--- src/rtl/page_read_pkg.sv ---
// Constants and types for the page-mode read block
// Behaviour
// - Page bursts only when page mode enabled
// - Page size selects 4, 8, 16, 32 bytes
// - Pages aligned to their own size
// - High address bits form the page address
// - Ignore low bits for 16/32-bit memories
// - First and later accesses timed separately
// - Strobe and select stay low through burst
// - Strobe and select timed identically
// - First access uses first-access pulse length
// - Later in-page accesses use in-page length
package page_read_pkg;
    localparam int ADDR_W = 26;
    localparam int DATA_W = 32;
    localparam int PULSE_W = 7;

    // Page size field encodings
    localparam logic [1:0] PAGE_4 = 2'h0;
    localparam logic [1:0] PAGE_8 = 2'h1;
    localparam logic [1:0] PAGE_16 = 2'h2;
    localparam logic [1:0] PAGE_32 = 2'h3;

    // In-page offset masks per page size
    localparam logic [ADDR_W-1:0] OFFS_4 = 26'h0000003;
    localparam logic [ADDR_W-1:0] OFFS_8 = 26'h0000007;
    localparam logic [ADDR_W-1:0] OFFS_16 = 26'h000000F;
    localparam logic [ADDR_W-1:0] OFFS_32 = 26'h000001F;

    // Memory data width encodings and ignored low bits
    localparam logic [1:0] WIDTH_8 = 2'h0;
    localparam logic [1:0] WIDTH_16 = 2'h1;
    localparam logic [1:0] WIDTH_32 = 2'h2;
    localparam logic [ADDR_W-1:0] IGN_16 = 26'h0000001;
    localparam logic [ADDR_W-1:0] IGN_32 = 26'h0000003;
    localparam logic [ADDR_W-1:0] IGN_8 = 26'h0000000;

    localparam logic [PULSE_W-1:0] PULSE_ONE = 7'h01;
    localparam logic [PULSE_W-1:0] PULSE_ZERO = 7'h00;

    typedef struct packed {
        logic page_mode_enable;
        logic [1:0] page_size_field;
        logic [1:0] mem_width;
        logic [PULSE_W-1:0] first_access_pulse_length;
        logic [PULSE_W-1:0] in_page_pulse_length;
    } page_cfg_s;

    // Gray codes along idle, pulse, hold
    typedef enum logic [1:0] {
        ST_IDLE = 2'b00,
        ST_PULSE = 2'b01,
        ST_HOLD = 2'b11
    } rd_state_e;
endpackage

--- src/rtl/static_memory_page_mode_read.sv ---
// Page-mode read sequencer of the static memory controller
`timescale 1ns/1ps
module static_memory_page_mode_read (
    input wire logic clock,
    input wire logic resetn,
    input wire page_read_pkg::page_cfg_s cfg,
    input wire logic req_valid,
    input wire logic [page_read_pkg::ADDR_W-1:0] req_addr,
    input wire logic req_last,
    output logic req_ready,
    output logic [page_read_pkg::DATA_W-1:0] rd_data,
    output logic rd_valid,
    output logic busy,
    output logic [page_read_pkg::ADDR_W-1:0] mem_addr,
    output logic read_strobe_n,
    output logic chip_select_n,
    input wire logic [page_read_pkg::DATA_W-1:0] mem_data_in
);
    import page_read_pkg::*;

    // ************************************************
    // State
    // ************************************************
    rd_state_e state_reg, state_next;
    logic [PULSE_W-1:0] count_reg, count_next;
    logic [ADDR_W-1:0] page_reg, page_next;
    logic page_valid_reg, page_valid_next;
    logic last_reg, last_next;
    logic strobe_n_reg, strobe_n_next;
    logic [ADDR_W-1:0] addr_reg, addr_next;
    logic [DATA_W-1:0] data_reg, data_next;
    logic valid_reg, valid_next;
    logic ready_reg, ready_next;
    logic busy_reg, busy_next;

    logic [ADDR_W-1:0] offs_mask;
    logic [ADDR_W-1:0] ign_mask;
    logic same_page;
    logic accept;
    logic use_in_page;
    logic [PULSE_W-1:0] len_sel;

    // ************************************************
    // Address decode
    // ************************************************
    always_comb begin
        // Offset width follows page size; pages are size aligned
        // page size select
        unique case (cfg.page_size_field)
            PAGE_4: offs_mask = OFFS_4;
            PAGE_8: offs_mask = OFFS_8;
            PAGE_16: offs_mask = OFFS_16;
            PAGE_32: offs_mask = OFFS_32;
        endcase
        unique case (cfg.mem_width)
            WIDTH_16: ign_mask = IGN_16;
            WIDTH_32: ign_mask = IGN_32;
            default: ign_mask = IGN_8;
        endcase
    end

    assign same_page = page_valid_reg &&
        ((req_addr & ~offs_mask) == (page_reg & ~offs_mask));
    assign accept = req_valid && (state_reg != ST_PULSE);
    assign use_in_page = cfg.page_mode_enable && same_page &&
        (state_reg == ST_HOLD);
    assign len_sel = use_in_page ? cfg.in_page_pulse_length
                                 : cfg.first_access_pulse_length;

    // ************************************************
    // Sequencer
    // ************************************************
    always_comb begin
        state_next = state_reg;
        count_next = count_reg;
        page_next = page_reg;
        page_valid_next = page_valid_reg;
        last_next = last_reg;
        strobe_n_next = strobe_n_reg;
        addr_next = addr_reg;
        data_next = data_reg;
        valid_next = 1'b0;
        unique case (state_reg)
            ST_IDLE, ST_HOLD: begin
                if (accept) begin
                    page_next = req_addr;
                    addr_next = req_addr & ~ign_mask;
                    strobe_n_next = 1'b0;
                    // zero length treated as one cycle
                    count_next = (len_sel == PULSE_ZERO) ? PULSE_ZERO
                                 : len_sel - PULSE_ONE;
                    // burst only with page mode on
                    last_next = req_last || !cfg.page_mode_enable;
                    page_valid_next = cfg.page_mode_enable;
                    state_next = ST_PULSE;
                end
            end
            ST_PULSE: begin
                if (count_reg == PULSE_ZERO) begin
                    data_next = mem_data_in;
                    valid_next = 1'b1;
                    if (last_reg) begin
                        strobe_n_next = 1'b1;
                        page_valid_next = 1'b0;
                        state_next = ST_IDLE;
                    end else begin
                        state_next = ST_HOLD;
                    end
                end else begin
                    count_next = count_reg - PULSE_ONE;
                end
            end
        endcase
        ready_next = (state_next != ST_PULSE);
        busy_next = (state_next != ST_IDLE);
    end

    always_ff @(posedge clock or negedge resetn) begin
        if (!resetn) begin
            state_reg <= ST_IDLE;
            count_reg <= PULSE_ZERO;
            page_reg <= '0;
            page_valid_reg <= 1'b0;
            last_reg <= 1'b0;
            strobe_n_reg <= 1'b1;
            addr_reg <= '0;
            data_reg <= '0;
            valid_reg <= 1'b0;
            ready_reg <= 1'b1;
            busy_reg <= 1'b0;
        end else begin
            state_reg <= state_next;
            count_reg <= count_next;
            page_reg <= page_next;
            page_valid_reg <= page_valid_next;
            last_reg <= last_next;
            strobe_n_reg <= strobe_n_next;
            addr_reg <= addr_next;
            data_reg <= data_next;
            valid_reg <= valid_next;
            ready_reg <= ready_next;
            busy_reg <= busy_next;
        end
    end

    // ************************************************
    // Outputs
    // ************************************************
    // one flop drives both strobes
    assign read_strobe_n = strobe_n_reg;
    assign chip_select_n = strobe_n_reg;
    assign mem_addr = addr_reg;
    assign rd_data = data_reg;
    assign rd_valid = valid_reg;
    assign req_ready = ready_reg;
    assign busy = busy_reg;
endmodule

--- config.mk ---
export PLATFORM = sky130hd
export DESIGN_NAME = static_memory_page_mode_read
export DESIGN_NICKNAME = d
export VERILOG_FILES = /design/src/rtl/page_read_pkg.sv /design/src/rtl/static_memory_page_mode_read.sv
export SDC_FILE = /design/constraint.sdc
export NUM_CORES = 1
export LEC_CHECK = 0
export BUFFER_PORTS_ARGS = -buffer_cell sky130_fd_sc_hd__buf_2
export CELL_PAD_IN_SITES_DETAIL_PLACEMENT = 0
export CELL_PAD_IN_SITES_GLOBAL_PLACEMENT = 1
export CORE_UTILIZATION = 37
export DETAILED_ROUTE_END_ITERATION = 6
export HOLD_SLACK_MARGIN = 0.15
export PLACE_DENSITY = 0.78
export SLEW_MARGIN = 10
export SYNTH_ARGS = -nofsm -noshare
export SYNTH_HDL_FRONTEND = slang
export SYNTH_SLANG_ARGS = --single-unit
--- constraint.sdc ---
create_clock -name clock -period 3.05 [get_ports clock]
set_clock_uncertainty 0.15 [all_clocks]
set_input_delay 0.305 -clock clock [delete_from_list [all_inputs] [get_ports clock]]
set_output_delay 0.305 -clock clock [all_outputs]
set_load 0.02 [all_outputs]
==> results of run 1 <==
## cells by family (layout without fill, tap and decap cells)
group,Yosys count,count (layout),synth area share (%)
AND/OR/NAND/NOR,68,68,12.1
buffers and inverters,18,236,2.39
AO/OA/AOI/OAI,30,30,5.40
multiplexers,65,65,19.9
adder cells (fa/ha/maj),6,6,2.08
XOR/XNOR,31,31,7.51
flip-flops,73,73,50.6
## path summary, 6_finish.rpt
check                             start           end  slack, ns  cells past startpoint
min in group asynchronous        resetn   page_reg[3]       0.48                      2
hold / removal                  cfg[18]      last_reg       0.18                      3
hold reg to reg             mem_addr[1]   mem_addr[1]       0.34                      2
setup / recovery           page_reg[13]  count_reg[5]       0.03                     10
max in group asynchronous        resetn  count_reg[3]       1.64                      2
setup reg to reg           page_reg[13]  count_reg[5]       0.03                     10
## worst max-delay path: cells and delay by family (launching register included)
kind | cells | cell delay, ns
xor+xnor | 1 | 0.17
flops | 1 | 0.43
fa+ha+maj | 1 | 0.24
mux | 2 | 0.57
compound gates | 1 | 0.32
simple gates | 5 | 1.01
## power by group through the flow
stage | logic (W) | clock network [W] | registers, W
3_5_place_dp | 0.00202 | 0 | 0.00170
2_1_floorplan | 0.000973 | 0 | 0.00210
3_3_place_gp | 0.00200 | 0 | 0.00168
4_1_cts | 0.00209 | 0.00101 | 0.00169
5_1_grt | 0.00229 | 0.00105 | 0.00175
6_report | 0.00210 | 0.000984 | 0.00169
## layout by cell type (no fill, tap or decap), types with 5 or more instances in the layout
cell type      Yosys  routed
mux2_2            56      56
nor3_1             5       5
nor4_1             8       7
nand2b_1           5       5
nor2_1             8       7
o21ai_0            8       8
clkbuf_8           0       9
inv_1              8       8
a21oi_1            9       9
dlygate4sd3_1      0      61
buf_4              2      11
buf_2              3     142
xor2_1            24      23
mux2i_1            9       6
nand2_1           14      14
dfrtp_1           71      71
xnor2_1            7       7
## area by class of cell
| type | count | area [µm²] | share of cell area (%) |
|---|---|---|---|
| flip-flops and latches | 73 | 1830 | 33.8 |
| repair buffers | 214 | 1400 | 25.9 |
| multi-input cells | 200 | 1740 | 32.1 |
| well taps | 129 | 161 | 2.98 |
| clock inverters | 5 | 129 | 2.38 |
| inverters | 8 | 30.0 | 0.554 |
| clock buffers | 9 | 124 | 2.29 |
## metal layers
layer | vias up | wire (µm) | GRT usage (%)
met5 | - | 0 | 0
met4 | 0 | 118 | 7.69
met3 | 12 | 383 | 4.02
met2 | 81 | 4820 | 32.7
met1 | 1451 | 3840 | 21.8
li1 | 1478 | - | -
## timing repair
item / in CTS / in global routing
setup buffers: 0 / 4
gates resized for setup: 1 / 8
setup endpoints to repair: 4 / 6
endpoints found under the hold margin: 131 / 0
cloned: 0 / 0
pin swaps: 0 / 8
hold buffers: 61 / 0
## per-stage QoR
step / total power (W) / worst slack [ns] / hold WS, ns
2_1_floorplan: 0.00308 / 0.150 / -0.141
3_3_place_gp: 0.00368 / 0.0397 / 0.309
3_5_place_dp: 0.00372 / -0.0224 / 0.324
4_1_cts: 0.00478 / 0.00624 / 0.160
5_1_grt: 0.00509 / -0.219 / 0.181
6_report: 0.00478 / 0.0255 / 0.176
==> flow_metrics.tcl, run 1 <==
set metrics [dict create \
    finalSetupViolCount 0 \
    pwr-share-comb_pct 44.0 \
    layout.cells.non_filler 638 \
    fill_cells 847 \
    critPathMaxStageDelay_ns 0.43 \
    design_area_um2 5420 \
    die_w_um 101 \
    layout_min_cycle_time_ns 3.02 \
    fmax_ghz 0.331 \
    synth.most_common_cell "dfrtp_1" \
    port_buffers 143 \
    powerDensity_nw_per_um2 882 \
    syn_avg_cell_area_um2 12.4 \
    synth_largest_area_cell "dfrtp_1" \
    slew_headroom_pct 37.8 \
    die_y_um 101 \
    vias 3022 \
    end_kind "register" \
    ys_ff_latch 73 \
    clk_pin_slew_worst_paths_ns 0.09 \
    die-area_um2 10200 \
    drc 0 \
    largest_reg_flops 32 \
    root_buffer "clkbuf_8" \
    fin_crit_sh_pct 99.2 \
    cp_max_fo 4 \
    numCtsBuffers 9 \
    placed_area_um2 4480 \
    clockBufferDepth 2 \
    worstPathCellList "xor2_2, nor4_2, nand4b_1, nor3_4, mux2i_2, ha_2, nand3b_1, mux2i_2, nor2_2, a221o_1" \
    synth_ff_type "dfrtp_1" \
    drtPass1Iterations 4 \
    worst_pin_slew_ns 0.934 \
    coreArea_um2 9370 \
    utilization_pct 57.8 \
    ios 144 \
    htree_num_levels 3 \
    grt_max_degree 74 \
    yosys_warnings 0 \
    overflow 0 \
    yosys-top-cells-count "71 x dfrtp_1, 56 x mux2_2, 24 x xor2_1, 14 x nand2_1" \
    rsz0062_at_grt "yes" \
    hpwlAfterDp_um 6010 \
    syn_nets 378 \
    cpMostUsedCell "mux2i_2" \
    cp-start-kind "register" \
    sequentialPowerShare_pct 35.4 \
    routed_wl_um 9160 \
    ir_drop_v 0.000378 \
    antenna_found_initial 0 \
    synth_area_um2 3620 \
    routabilityCongestion 0.732 \
    dp_cells 559 \
    synth_area_leaders "dfrtp_1 49%, mux2_2 17%, xor2_1 5.8%" \
    grt_util_all_layers_pct 18.5 \
    drv_slew 0 \
    final_hold_viol_count 0 \
    insertion_delay_ns 0.34 \
    ys_seq_area_share_pct 50.6 \
    antenna_cells 0 \
    ys_async_sr_fraction_pct 100 \
    maxCapViolations 0 \
    yosysUniqueCellTypes 45 \
    worst-endpoint-arrival_ns 3.10 \
    cts_tree "built" \
    run_status "complete, no violations" \
    postRouteAntennaNets 0 \
    core.rowCount 35 \
    drtIter0Drc 111 \
    cts.sinks 73 \
    areaGrowthSynthToFinish_pct 49.8 \
    criticalPathCategory "reg2reg" \
    worst_hold_path_type "in2reg" \
    intPower_w 0.00294 \
    synthCells 291 \
    wire_per_inst_um 14.4 \
    grt_pass1_vias 3131 \
    leakage_nw 2.66 \
    synth-edff-count 0 \
    p_switching_w 0.00184 \
    slowest_stage "dfrtp_1" \
    synth_top_area_share_pct 49.1 \
    drive_above_1_share_pct 47.5 \
    routed_via_density 4.74 \
    start_util_pct 38.6 \
    fin_tns_setup_ns 0 \
    nNetsFinal 593 \
    grt_pass1_wl_um 14500 \
    p_sw_share_pct 38.5 \
    required_ns 3.12 \
    p_clk_share_pct 20.6 \
]
(Power assumes the default switching activity.)
==> run 2: changes to the inputs <==
Settings changed: ABC_AREA set to 1, CORE_UTILIZATION 37 to 34, PLACE_DENSITY 0.78 to 0.79.
==> flow_metrics.tcl, run 2 <==
set metrics [dict create \
    final_common_cell "nand2_1" \
    fin_tns_setup_ns 0 \
    overflow 0 \
    final_hold_viol_count 0 \
    core.rowCount 38 \
    fill_cells 1065 \
    ys_seq_area_share_pct 46.9 \
    yosys-top-cells-count "258 x nand2_1, 71 x dfrtp_1, 70 x inv_1, 45 x nor2_1, 24 x o21ai_0" \
    end_kind "register" \
    cpMostUsedCell "nand2_1" \
    clockBufferDepth 2 \
    synth_largest_area_cell "dfrtp_1" \
    drtPass1Iterations 4 \
    synth_area_um2 3900 \
    synth_area_leaders "dfrtp_1 46%, nand2_1 25%, inv_1 6.7%" \
    slowest_stage "dlygate4sd3_1" \
    start_util_pct 35.4 \
    wire_per_inst_um 11.9 \
    clk_pin_slew_worst_paths_ns 0.06 \
    rsz0062_at_grt "no" \
    grt_util_all_layers_pct 19.2 \
    critPathMaxStageDelay_ns 0.58 \
    synth_ff_type "dfrtp_1" \
    drive_above_1_share_pct 23.8 \
    dr_wl_met2_um 4840 \
    routed_via_density 4.41 \
    required_ns 3.18 \
    most-common-layout-cells "258 x nand2_1, 143 x buf_2, 71 x dfrtp_1" \
    cts_tree "built" \
    die-area_um2 11900 \
    syn_avg_cell_area_um2 7.05 \
    root_buffer "clkbuf_16" \
    yosys_warnings 0 \
    postRouteAntennaNets 0 \
    nNetsFinal 850 \
    antenna_cells 0 \
    port_buffers 143 \
    coreArea_um2 11000 \
    hpwlAfterDp_um 7590 \
    syn_nets 641 \
    worst_pin_slew_ns 0.732 \
    fin_crit_sh_pct 93.7 \
    grt_pass1_wl_um 17700 \
    ir_drop_v 0.000391 \
    yosysUniqueCellTypes 30 \
    cts_setup_buffers 0 \
    worst_slack_ns 0.194 \
    routed_wl_um 10800 \
    htree_num_levels 3 \
    layout_min_cycle_time_ns 2.86 \
    preCtsSetupSlack_ns 0.577 \
    synthCells 554 \
    criticalPathCategory "reg2reg" \
    slew_headroom_pct 51.2 \
    synth.most_common_cell "nand2_1" \
    cp_max_fo 33 \
    worstPathCellList "ha_1, inv_1, nand2_1, nor2_4, buf_4, o21ai_0, dlygate4sd3_1, nand2_1" \
    routabilityCongestion 0.829 \
    insertion_delay_ns 0.34 \
    ff_latch_area_um2 1830 \
    maxCapViolations 0 \
    ys_async_sr_fraction_pct 100 \
    synth_top_area_share_pct 45.5 \
    r2r_slack_ns 0.19 \
    leakage_nw 3.09 \
    antenna_found_initial 0 \
    die_w_um 109 \
    largest_reg_flops 32 \
    cts.sinks 73 \
    powerDensity_nw_per_um2 896 \
    numCtsBuffers 9 \
    die_y_um 109 \
    worst_hold_path_type "in2reg" \
    vias 4006 \
    drv_slew 0 \
    fmax_ghz 0.350 \
    drc 0 \
    drtIter0Drc 133 \
    cp-start-kind "register" \
    finalSetupViolCount 0 \
    grt_pass1_vias 3925 \
    ys_ff_latch 73 \
    grt_max_degree 36 \
    multiInputGateArea_um2 1760 \
    wl_met1_um 5040 \
    dr_wl_met3_um 726 \
    utilization_pct 52.1 \
    areaGrowthSynthToFinish_pct 47.2 \
    worst-endpoint-arrival_ns 2.99 \
    synth-edff-count 0 \
    top_layer "met4" \
    run_status "complete, no violations" \
    ios 144 \
]
run 2: cell count changes in the layout (fill, tap and decap cells not counted), moves of 7 or more:
cell | previous run | this run
o21ai_0 | 8 | 24
nor4_1 | 7 | 0
mux2_2 | 56 | 0
nand2_1 | 14 | 258
xor2_1 | 23 | 2
inv_1 | 8 | 70
buf_4 | 11 | 3
clkbuf_16 | 0 | 9
nor2_1 | 7 | 44
clkbuf_8 | 9 | 0
nand3_1 | 1 | 13
run 2: per-stage QoR:
step	area, µm²	total power [W]	hold slack (ns)	cells
finish	5750	0.00515	0.177	908
global route	5750	0.00558	0.195	908
CTS	5740	0.00518	0.169	908
detailed placement	4790	0.00395	0.265	829
global placement	4790	0.00390	0.272	829
floorplan	3900	0.00320	-0.141	554
run 2: what timing repair did:
action / in CTS / in global routing
gates resized for setup: 0 / 1
hold buffers: 63 / 0
endpoints found under the setup margin: 0 / 1
hold endpoints to repair: 89 / 0
run 2: metal layers:
metal / global-route usage (%) / vias up
met5: 0 / -
met4: 6.18 / 0
met3: 5.14 / 14
met2: 31.5 / 126
met1: 24.3 / 1790
li1: - / 2076
run 2: area by class of cell:
class,instances,share of cell area (%)
Clock inverter,6,1.59
Multi-Input combinational cell,395,30.5
Timing Repair Buffer,210,24.2
Clock buffer,10,3.98
Inverter,74,4.83
Sequential cell,73,31.8
Tap cell,140,3.05
run 2: worst paths after layout:
path	startpoint	endpoint	cells past startpoint
worst max-delay path	state_reg[0]	last_reg	8
worst max register to register	state_reg[0]	last_reg	8
worst min register to register	rd_data[5]	rd_data[5]	2
worst min-delay path	cfg[15]	mem_addr[0]	4
max in group asynchronous	resetn	page_reg[5]	3
min in group asynchronous	resetn	mem_addr[0]	2
run 2: cells by family (layout without fill, tap and decap cells):
| kind of cell | Yosys count | after routing | synth area share, % |
|---|---|---|---|
| adder cells (fa/ha/maj) | 6 | 6 | 1.92 |
| buffers and inverters | 86 | 300 | 8.37 |
| XOR/XNOR | 11 | 11 | 2.47 |
| AND/OR/NAND/NOR | 334 | 334 | 34.2 |
| flip-flops | 73 | 73 | 46.9 |
| AO/OA/AOI/OAI | 44 | 44 | 6.22 |
run 2: worst max-delay path, delay by kind of cell (launching register included):
kind,cells,cell delay (ns)
and+or+nand+nor,3,0.56
AOI/OAI and AO/OA,1,0.14
buffers and inverters,3,1.20
adders and majority gates,1,0.32
DFF,1,0.42
run 2: where the power goes:
part / leakage, nW / switching [W] / internal, W
Combinational: 2.13 / 0.00147 / 0.000822
Clock: 0.145 / 0.000424 / 0.000719
Sequential: 0.814 / 0.000294 / 0.00142
Total: 3.09 / 0.00219 / 0.00296
==> run 3: changes to the inputs <==
Settings changed: MAX_ROUTING_LAYER set to met4, RECOVER_POWER set to 100.
==> flow_metrics.tcl, run 3 (synthesized netlist as in run 2, its figures left out) <==
set metrics [dict create \
    final_common_cell "nand2_1" \
    drtPass1Iterations 5 \
    vias 4012 \
    design_area_um2 5650 \
    violations "max-capacitance violations, max-slew violations" \
    drtIter0Drc 149 \
    criticalPathCategory "reg2reg" \
    fill_cells 1101 \
    required_ns 3.18 \
    cp-start-kind "register" \
    drive_above_1_share_pct 15.0 \
    cp_max_fo 33 \
    ios 144 \
    start_util_pct 35.4 \
    port_buffers 143 \
    top_usage_layer "met2" \
    root_buffer "clkbuf_16" \
    wire_per_inst_um 11.9 \
    drc 0 \
    use_met2_pct 31.5 \
    nNetsFinal 850 \
    hold_start "cfg[15]" \
    cts.sinks 73 \
    grt_max_degree 36 \
    die-area_um2 11900 \
    hold_depth 4 \
    htree_num_levels 3 \
    reg2reg_depth 8 \
    antenna_found_initial 0 \
    postRouteAntennaNets 0 \
    grt_util_all_layers_pct 19.8 \
    reg2reg_to "last_reg" \
    core.rowCount 38 \
    worst-endpoint-arrival_ns 2.96 \
    ff_latch_area_um2 1830 \
    die_w_um 109 \
    multiInputGateArea_um2 1750 \
    layout_min_cycle_time_ns 2.83 \
    cts_tree "built" \
    leakage_nw 2.93 \
    met1_usage_pct 24.9 \
    run_status "complete, but fails checks" \
    most-common-layout-cells "258 x nand2_1, 78 x buf_2, 71 x inv_1, 71 x dfrtp_1, 66 x clkbuf_1" \
    overflow 0 \
    areaGrowthSynthToFinish_pct 44.8 \
    drv_slew 31 \
    fmax_ghz 0.353 \
    largest_reg_flops 32 \
    numCtsBuffers 9 \
    routed_via_density 4.42 \
    worst_pin_slew_ns 1.79 \
    fin_crit_sh_pct 92.8 \
    r2r_slack_ns 0.22 \
    end_kind "register" \
    fin_tns_setup_ns 0 \
    finalSetupViolCount 0 \
    antenna_cells 0 \
    insertion_delay_ns 0.34 \
    routabilityCongestion 0.841 \
    maxCapViolations 1 \
    die_y_um 109 \
    final_hold_viol_count 0 \
    use_met3_pct 4.36 \
    min_to "mem_addr[0]" \
    rsz0062_at_grt "no" \
    coreArea_um2 11000 \
    routed_wl_um 10800 \
    r2r_start "state_reg[0]" \
    placed_area_um2 4790 \
    powerDensity_nw_per_um2 894 \
    clk_pin_slew_worst_paths_ns 0.06 \
    slew_headroom_pct -19.6 \
    ir_drop_v 0.000374 \
    worst_hold_path_type "in2reg" \
    hpwlAfterDp_um 7590 \
    grt_pass1_wl_um 17800 \
    grt_pass1_vias 3924 \
    clockBufferDepth 2 \
]
-- run 3: changes by cell type in the layout (fill, tap and decap cells not counted) --
cell / previous run / this run
buf_2: 143 / 78
clkbuf_2: 0 / 2
nor2_1: 44 / 45
nor2_2: 5 / 4
buf_4: 3 / 1
a21oi_2: 1 / 0
inv_2: 3 / 2
inv_1: 70 / 71
clkbuf_1: 1 / 66
a21oi_1: 12 / 13
-- run 3: area by class of cell --
class | count | share of cell area, %
sequential | 73 | 32.4
clock inverter | 6 | 1.62
multi-input combinational | 395 | 30.9
inverter | 74 | 4.91
timing repair buffer | 210 | 23.0
tap | 140 | 3.10
clock buffer | 10 | 4.05
-- run 3: metal layers --
layer  vias up  wire length (µm)
li1       2078                 -
met1      1785              5130
met2       135              4800
met3        14               662
met4         0               172
met5         -                 0
-- run 3: repair_timing --
item | 4_1_cts | 5_1_grt
setup endpoints to repair | 0 | 1
hold buffers | 63 | 0
buffers inserted | 0 | 0
endpoints found under the hold margin | 89 | 0
gates resized for setup | 0 | 1
-- run 3: worst max-delay path, cell delays in order, from the launching register on --
cell and delay (ns):
dfrtp_1 0.42, ha_1 0.31, inv_1 0.24, nand2_1 0.19, nor2_4 0.30, buf_4 0.37, o21ai_0 0.14, dlygate4sd3_1 0.58
nand2_1 0.06
-- run 3: how the worst max path moves through the flow --
stage / from / endpoint / slack [ns]
global placement: state_reg[0] / count_reg[5] / 0.67
global route: state_reg[0] / last_reg / 0.02
detailed placement: state_reg[0] / count_reg[5] / 0.58
finish: state_reg[0] / last_reg / 0.22
floorplan: page_reg[11] / count_reg[5] / 0.92
CTS: state_reg[0] / last_reg / 0.05
-- run 3: stage by stage --
step / util (%) / setup slack [ns] / instances / hold slack (ns) / total power [W]
6_report: 51.3 / 0.220 / 908 / 0.178 / 0.00505
5_1_grt: 51.3 / 0.0237 / 908 / 0.195 / 0.00547
4_1_cts: 52.1 / 0.0525 / 908 / 0.169 / 0.00518
3_5_place_dp: 43.4 / 0.577 / 829 / 0.265 / 0.00395
3_3_place_gp: 43.4 / 0.673 / 829 / 0.272 / 0.00390
2_1_floorplan: - / 0.917 / 554 / -0.141 / 0.00320
-- run 3: power by group --
| group | total [W] | internal, W | switching, W |
|---|---|---|---|
| registers | 0.00172 | 0.00142 | 0.000305 |
| clock network | 0.00115 | 0.000719 | 0.000427 |
| logic | 0.00218 | 0.000714 | 0.00147 |
| total | 0.00505 | 0.00285 | 0.00220 |
